[config.mk]
export PLATFORM = sky130hd
export DESIGN_NAME = port_c_pin_function_direction
export DESIGN_NICKNAME = d
export VERILOG_FILES = /design/src/port_c_pkg.sv /design/src/port_c_pin_function_direction.sv /design/src/port_c_pin_cell.sv
export VERILOG_INCLUDE_DIRS = /design/src
export SDC_FILE = /design/constraint.sdc
export NUM_CORES = 1
export LEC_CHECK = 0
export BUFFER_PORTS_ARGS = -buffer_cell sky130_fd_sc_hd__buf_2
export CELL_PAD_IN_SITES_DETAIL_PLACEMENT = 1
export CELL_PAD_IN_SITES_GLOBAL_PLACEMENT = 1
export CORE_ASPECT_RATIO = 1.4
export CORE_MARGIN = 1
export CORE_UTILIZATION = 28
export DETAILED_ROUTE_END_ITERATION = 10
export PLACE_DENSITY = 0.66
export SYNTH_ARGS = -nofsm -noshare
export SYNTH_HDL_FRONTEND = slang
export SYNTH_SLANG_ARGS = --single-unit
[constraint.sdc]
create_clock -name pclk -period 2.47 [get_ports pclk]
set_input_delay 0 -clock pclk [delete_from_list [all_inputs] [get_ports pclk]]
set_output_delay 0 -clock pclk [all_outputs]
set_load 0.05 [all_outputs]
[src/port_c_defines.svh]
// register offsets, reset values and field widths for the port c pin function block
`ifndef PORT_C_DEFINES_SVH
`define PORT_C_DEFINES_SVH
`define PORT_C_DIRECTION_OFFSET 12'h000
`define PORT_C_FUNCTION_OFFSET 12'h004
`define PORT_C_STATUS_OFFSET 12'h008
`define PORT_C_DIRECTION_RESET 16'h0000
`define PORT_C_FUNCTION_RESET 16'h0000
`define PORT_C_REG_WIDTH 16
`define PORT_C_ADDR_WIDTH 12
`endif

[src/port_c_pkg.sv]
// types for the port c pin function block
package port_c_pkg;
  typedef enum logic [1:0] {
    MODE_SINGLE_CHIP = 2'b00,
    MODE_ROM_ENABLED = 2'b01,
    MODE_ROM_DISABLED = 2'b10
  } chip_mode_t;
  typedef enum logic [1:0] {
    APB_IDLE = 2'b00,
    APB_SETUP = 2'b01,
    APB_ACCESS = 2'b10
  } apb_phase_t;
endpackage : port_c_pkg

[src/port_c_pin_function_direction.sv]
// port c direction and function select registers with apb slave and pin mux
`timescale 1ns/1ps
`include "port_c_defines.svh"
// Notes on behaviour
// - 16-bit direction register; bit n set makes pin n output, clear makes input.
// - direction bit acts only while pin is general input/output.
// - direction register clears to zero on external power-on reset.
// - direction register holds through manual, watchdog resets, standby, sleep.
// - 16-bit function-select register, all bits read/write, bit n for pin n.
// - function bit 0 is general input/output, 1 drives address bit n.
// - single-chip mode keeps every pin general input/output regardless.
// - rom disabled drives address bit even when function bit is 0.
// - function-select register clears to zero on power-on reset.
// - function-select register holds through manual, watchdog resets, standby, sleep.
module port_c_pin_function_direction
  import port_c_pkg::*;
#(
  parameter int PINS = `PORT_C_REG_WIDTH
) (
  input wire logic pclk,
  input wire logic presetn,
  input wire logic psel,
  input wire logic penable,
  input wire logic pwrite,
  input wire logic [`PORT_C_ADDR_WIDTH-1:0] paddr,
  input wire logic [31:0] pwdata,
  input wire logic [3:0] pstrb,
  output logic [31:0] prdata,
  output logic pready,
  output logic pslverr,
  input wire logic [1:0] chip_mode,
  input wire logic [PINS-1:0] gpio_out,
  input wire logic [PINS-1:0] external_address,
  input wire logic [PINS-1:0] pin_in,
  output logic [PINS-1:0] pin_out,
  output logic [PINS-1:0] pin_oe,
  output logic [PINS-1:0] gpio_in
);
  // ----------------------------------------
  // apb decode
  // ----------------------------------------
  // presetn is the power-on reset only; manual/watchdog resets and
  // low-power states must not reach it, so the registers keep their data
  logic [PINS-1:0] port_c_direction_reg;
  logic [PINS-1:0] port_c_direction_next;
  logic [PINS-1:0] port_c_function_reg;
  logic [PINS-1:0] port_c_function_next;
  logic [31:0] prdata_reg;
  logic [31:0] prdata_next;
  logic pslverr_reg;
  logic [PINS-1:0] address_mode;
  wire logic setup_phase;
  wire logic access_phase;
  wire logic sel_dir;
  wire logic sel_fun;
  wire logic sel_sts;
  wire logic mapped;
  wire logic wr_dir;
  wire logic wr_fun;
  wire logic [PINS-1:0] lane_mask;
  wire logic single_chip;
  wire logic rom_disabled;
  wire logic [31:0] read_mux;

  apb_phase_t apb_phase_reg;
  apb_phase_t apb_phase_next;
  chip_mode_t mode_now;
  logic [`PORT_C_ADDR_WIDTH-1:0] setup_addr_reg;
  logic [`PORT_C_ADDR_WIDTH-1:0] setup_addr_next;
  logic setup_write_reg;
  logic setup_write_next;
  wire logic request_steady;
  wire logic access_ok;

  wire logic [PINS-1:0] direction_merged;
  wire logic [PINS-1:0] function_merged;
  wire logic [31:0] direction_word;
  wire logic [31:0] function_word;
  wire logic [31:0] status_word;
  wire logic read_setup;
  wire logic err_unmapped;
  wire logic err_status_write;
  wire logic pslverr_next;

  assign setup_phase = psel && !penable;
  // a master that moves address or direction between setup and access
  // gets no write; only the request it set up is honoured
  assign request_steady = (paddr == setup_addr_reg) && (pwrite == setup_write_reg);
  // an access only counts right after a setup cycle, so a penable left
  // high cannot write twice
  assign access_ok = (apb_phase_reg == APB_SETUP) && request_steady;
  assign access_phase = psel && penable && access_ok;
  assign sel_dir = (paddr == `PORT_C_DIRECTION_OFFSET);
  assign sel_fun = (paddr == `PORT_C_FUNCTION_OFFSET);
  assign sel_sts = (paddr == `PORT_C_STATUS_OFFSET);
  assign mapped = sel_dir || sel_fun || sel_sts;
  assign wr_dir = access_phase && pwrite && sel_dir;
  assign wr_fun = access_phase && pwrite && sel_fun;
  // one strobe per byte lane of the register
  genvar lane;
  generate
    for (lane = 0; lane < PINS / 8; lane++) begin : g_lane
      assign lane_mask[lane*8 +: 8] = {8{pstrb[lane]}};
    end
  endgenerate
  // zero-wait slave: every access completes in its first access cycle
  assign pready = 1'b1;
  assign pslverr = pslverr_reg;
  assign prdata = prdata_reg;

  // ----------------------------------------
  // apb phase tracker
  // ----------------------------------------
  // remembers which phase the last edge saw; pready is always high,
  // so an access never stretches beyond one cycle
  always_comb begin
    apb_phase_next = APB_IDLE;
    case (apb_phase_reg)
      APB_IDLE: begin
        if (psel && !penable) begin
          apb_phase_next = APB_SETUP;
        end
      end

      APB_SETUP: begin
        if (psel && penable) begin
          apb_phase_next = APB_ACCESS;
        end else if (psel) begin
          apb_phase_next = APB_SETUP;
        end
      end

      APB_ACCESS: begin
        if (psel && !penable) begin
          apb_phase_next = APB_SETUP;
        end
      end

      default: begin
        apb_phase_next = APB_IDLE;
      end
    endcase
  end

  // ----------------------------------------
  // setup capture
  // ----------------------------------------
  assign setup_addr_next = setup_phase ? paddr : setup_addr_reg;
  assign setup_write_next = setup_phase ? pwrite : setup_write_reg;

  // ----------------------------------------
  // mode decode
  // ----------------------------------------
  // code 2'b11 is unused and behaves like the rom-enabled expanded mode
  assign mode_now = chip_mode_t'(chip_mode);
  assign single_chip = (mode_now == MODE_SINGLE_CHIP);
  assign rom_disabled = (mode_now == MODE_ROM_DISABLED);

  // ----------------------------------------
  // register next values
  // ----------------------------------------
  // strobed lanes take the new byte, the other lane keeps its old value
  assign direction_merged = (port_c_direction_reg & ~lane_mask) | (pwdata[PINS-1:0] & lane_mask);
  assign function_merged = (port_c_function_reg & ~lane_mask) | (pwdata[PINS-1:0] & lane_mask);
  assign port_c_direction_next = wr_dir ? direction_merged : port_c_direction_reg;
  assign port_c_function_next = wr_fun ? function_merged : port_c_function_reg;

  // ----------------------------------------
  // read path
  // ----------------------------------------
  // upper half reads zero; the registers are only 16 bits wide
  assign direction_word = {16'h0000, port_c_direction_reg};
  assign function_word = {16'h0000, port_c_function_reg};
  // status word: resolved address-mode pins, read only
  assign status_word = {16'h0000, address_mode};
  assign read_mux = sel_dir ? direction_word :
                    sel_fun ? function_word :
                    sel_sts ? status_word : 32'h00000000;
  assign read_setup = setup_phase && !pwrite;
  // captured in setup so the data stands through the whole access cycle
  assign prdata_next = read_setup ? read_mux : prdata_reg;

  // ----------------------------------------
  // error path
  // ----------------------------------------
  assign err_unmapped = !mapped;
  assign err_status_write = sel_sts && pwrite;
  // error is flagged in the access cycle of an unmapped read or write, or of a status write
  assign pslverr_next = setup_phase && (err_unmapped || err_status_write);

  // ----------------------------------------
  // registers
  // ----------------------------------------
  // direction bits: only the power-on reset clears them
  always_ff @(posedge pclk or negedge presetn) begin
    if (!presetn) begin
      port_c_direction_reg <= `PORT_C_DIRECTION_RESET;
    end else begin
      port_c_direction_reg <= port_c_direction_next;
    end
  end

  // function-select bits: same reset source as the direction bits
  always_ff @(posedge pclk or negedge presetn) begin
    if (!presetn) begin
      port_c_function_reg <= `PORT_C_FUNCTION_RESET;
    end else begin
      port_c_function_reg <= port_c_function_next;
    end
  end

  // ----------------------------------------
  // bus side registers
  // ----------------------------------------
  always_ff @(posedge pclk or negedge presetn) begin
    if (!presetn) begin
      prdata_reg <= 32'h00000000;
    end else begin
      prdata_reg <= prdata_next;
    end
  end

  always_ff @(posedge pclk or negedge presetn) begin
    if (!presetn) begin
      pslverr_reg <= 1'b0;
    end else begin
      pslverr_reg <= pslverr_next;
    end
  end

  always_ff @(posedge pclk or negedge presetn) begin
    if (!presetn) begin
      apb_phase_reg <= APB_IDLE;
    end else begin
      apb_phase_reg <= apb_phase_next;
    end
  end

  always_ff @(posedge pclk or negedge presetn) begin
    if (!presetn) begin
      setup_addr_reg <= 12'h000;
      setup_write_reg <= 1'b0;
    end else begin
      setup_addr_reg <= setup_addr_next;
      setup_write_reg <= setup_write_next;
    end
  end

  // ----------------------------------------
  // pin cells
  // ----------------------------------------
  genvar i;
  generate
    for (i = 0; i < PINS; i++) begin : g_pin
      port_c_pin_cell u_cell (
        .direction_bit(port_c_direction_reg[i]),
        .function_bit(port_c_function_reg[i]),
        .single_chip(single_chip),
        .rom_disabled(rom_disabled),
        .gpio_out(gpio_out[i]),
        .external_address_bit(external_address[i]),
        .pin_in(pin_in[i]),
        .pin_out(pin_out[i]),
        .pin_oe(pin_oe[i]),
        .gpio_in(gpio_in[i]),
        .address_mode(address_mode[i])
      );
    end
  endgenerate
endmodule : port_c_pin_function_direction

[src/port_c_pin_cell.sv]
// one pin of port c: function resolution and output drive
`timescale 1ns/1ps
module port_c_pin_cell (
  input wire logic direction_bit,
  input wire logic function_bit,
  input wire logic single_chip,
  input wire logic rom_disabled,
  input wire logic gpio_out,
  input wire logic external_address_bit,
  input wire logic pin_in,
  output logic pin_out,
  output logic pin_oe,
  output logic gpio_in,
  output logic address_mode
);
  // ----------------------------------------
  // function resolution
  // ----------------------------------------
  // single chip wins over rom-disabled: no address bus exists at all
  wire logic addr_sel;
  assign addr_sel = !single_chip && (function_bit || rom_disabled);
  assign address_mode = addr_sel;
  // ----------------------------------------
  // drive
  // ----------------------------------------
  assign pin_out = addr_sel ? external_address_bit : gpio_out;
  assign pin_oe = addr_sel ? 1'b1 : direction_bit;
  assign gpio_in = pin_in;
endmodule : port_c_pin_cell

==> flow_summary.toml <==
[status]
status = "completed"

[timing]
fin_crit_ns = 2.37
worst_slack_ns = 0.104
drv_slew = 0
fin_skew_ns = 0.00555
hold_viol_final = 0
rsz0062_at_grt = "false"
fmax_mhz = 423
worst_pin_slew_ns = 0.821
tns_ns = 0
max_slew_margin = 0.452
period_share = 0.958
setup_viol = 0

[die]
fp.dieH_um = 140
start_util = 0.291
fp.dieW_um = 100
die-area_um2 = 14000
coreArea_um2 = 13000
pin_count = 185
num_rows = 49

[critical_path]
r2r-start = "setup_addr_reg[10]"
path_buf_inv = 3
setup.worst_path.end_class = "register"
crit_fanout = 8
r2r_cells = 7
crit_path_cell_trace = "dlygate4sd3_1 -> buf_2 -> or4_4 -> nor4_4 -> o2111ai_4 -> nor3_4 -> buf_6 -> mux2_2"
cp_top_family = "simple AND/OR/NAND/NOR gates"
critPathKind = "in2reg"
cp_slowest_stage_delay_ns = 0.54
arrival_ns = 2.58
critical_path.slowest_cell = "dlygate4sd3_1"
crit_start = "paddr[6]"
start_kind = "input pin"
crit_required_ns = 2.68
rrSetupSlack_ns = 0.36

[finish]
layout-drive-gt1-share = 0.436
regArea_um2 = 1600
area_growth_pct = 27.2
multi_input_area_um2 = 1680
fillers = 1494
final_util = 0.371
antenna_cells = 0
nNetsFinal = 557

[clock_tree]
cts_tree = "yes"
clock_sinks = 64
cts-htree-levels = 3
cts_buffers = 9
insertion_delay_ns = 0.33
clockRootBuffer = "clkbuf_16"
cts.reportedPaths.clkPinSlew_ns = 0.05
cts_buffer_depth = 2

[synthesis]
ys_types = 30
synth.ff_latch_count = 64
synth-main-ff-cell = "dfrtp_1"
yosys.area.top_type_share = 0.423
syn_area_um2 = 3790
synth_edf_count = 0
synth_top_area_cell = "dfrtp_1"
ys_warn_count = 0
synthCells = 350
seq_area_frac_synth = 0.423
async_flop_share = 1.00
yosysMostFrequentCell = "buf_4"
synth_area_per_cell_um2 = 10.8
synth.area.top_cells = "dfrtp_1 (42%), mux2_2 (14%), buf_4 (13%), mux2i_1 (4.2%), o221ai_1 (3.7%)"
synth_common_cells = "buf_4 (65), dfrtp_1 (64), mux2_2 (47)"

[detailed_routing]
drtIter0Drc = 88
drc_errors = 0
wire_per_inst_um = 15.9
drtAntennaViolNets = 0
route.vias.total = 2899
vias_per_cell = 4.55
wirelength_um = 10100
dr.pass1.iters = 5

[place]
port_buffers = 117
dp_worst_setup_slack_ns = 0.118
dp_hpwl_um = 7210
routabilityCongestion = 0.745

[pwr]
p_int_mw = 2.17
pwr-share-seq = 0.366
pwr-share-comb = 0.235
max-vdd-ir-drop_uv = 267
p_leak_nw = 2.40
switchingPower_mw = 1.00
powerDensity_nw_per_um2 = 659
clock_power_share = 0.399
swShare = 0.316

[min_path]
hold_depth = 0
hold_class = "in2out"
min_from = "pin_in[12]"
worst_hold_path.endpoint = "gpio_in[12]"

[global_route]
grt-ovfl-total = 0
antenna_found_initial = 0
grt_pass1_vias = 3178
track_usage = 0.152
grt_pass1_wl_um = 16200
grt_max_degree = 36

[run]
drv_cap = 0
## cell usage in the layout (no fill, tap or decap)
cell type and n:
buf_2 117, dfrtp_1 64, mux2_2 47, nand2_1 34, dlygate4sd3_1 27, a21oi_1 18
nand2b_1 17, conb_1 17, mux2i_1 16, o221ai_1 16, o21a_1 16, clkbuf_16 9
buf_4 9, inv_1 6, o21ai_0 5, xor2_1 5, xnor2_1 4, buf_6 4
nor4_4 3, nor2b_1 2, nor3_4 2, clkbuf_8 2, clkinv_2 2, clkbuf_1 2
or4_1 1, or4_4 1, nor2_2 1, nand3b_1 1, a2bb2oi_1 1, o2111ai_4 1
and4b_1 1, nand4_1 1, nor4_1 1, o2111a_1 1, a221oi_1 1, nand4b_1 1
mux2_1 1, bufinv_16 1, buf_12 1
## per-layer routing
metal / share of wire / track usage
met5: 0 / 0
met4: 0.020 / 0.0625
met3: 0.035 / 0.0241
met2: 0.56 / 0.295
met1: 0.39 / 0.157
## cells by family (layout without fill, tap and decap cells)
| kind of cell | Yosys count | count (layout) | share of synthesized area |
|---|---|---|---|
| compound gates | 59 | 59 | 0.114 |
| buf+inv | 86 | 180 | 0.150 |
| mux | 64 | 64 | 0.185 |
| simple gates | 66 | 66 | 0.106 |
| other cells | 2 | 17 | 0.00198 |
| xor+xnor | 9 | 9 | 0.0208 |
| flops | 64 | 64 | 0.423 |
## what timing repair did
item | CTS | global route
gates resized for setup | 0 | 5
endpoints found under the hold margin | 71 | 0
endpoints found under the setup margin | 0 | 32
hold buffers | 27 | 0
setup buffers | 0 | 2
## metrics by stage
| stage | instance area [um2] | hold WS (ns) | power, mW | instances |
|---|---|---|---|---|
| 2_1_floorplan | 3840 | -0.296 | 1.81 | 365 |
| 3_3_place_gp | 4210 | 0.000341 | 1.88 | 592 |
| 3_5_place_dp | 4210 | 0.000341 | 1.90 | 592 |
| 4_1_cts | 4780 | 0.000341 | 3.22 | 635 |
| 5_1_grt | 4820 | 0.0000925 | 3.31 | 637 |
| 6_report | 4820 | 0.0000193 | 3.17 | 637 |
## how the worst max path moves through the flow
stage,endpoint,slack (ns),cells after the start
2_1_floorplan,register,0.36,5
3_3_place_gp,register,0.17,7
3_5_place_dp,register,0.12,7
4_1_cts,register,0.01,8
5_1_grt,register,0.03,8
6_report,register,0.10,8
## area by class of cell
| type | count | share of cell area |
|---|---|---|
| multi-input cells | 215 | 0.349 |
| flip-flops and latches | 64 | 0.333 |
| repair buffers | 158 | 0.205 |
| clock buffers | 13 | 0.0540 |
| well taps | 178 | 0.0462 |
| clock inverters | 3 | 0.00831 |
| inverters | 6 | 0.00468 |
## power groups by stage
stage	registers [mW]	clock network [mW]	logic (mW)
after detailed placement	1.18	0	0.717
final	1.16	1.27	0.745
after floorplan	1.32	0	0.488
after global routing	1.17	1.36	0.788
after CTS	1.16	1.31	0.752
after global placement	1.18	0	0.704
No activity file was read; power rests on OpenSTA's default activity.
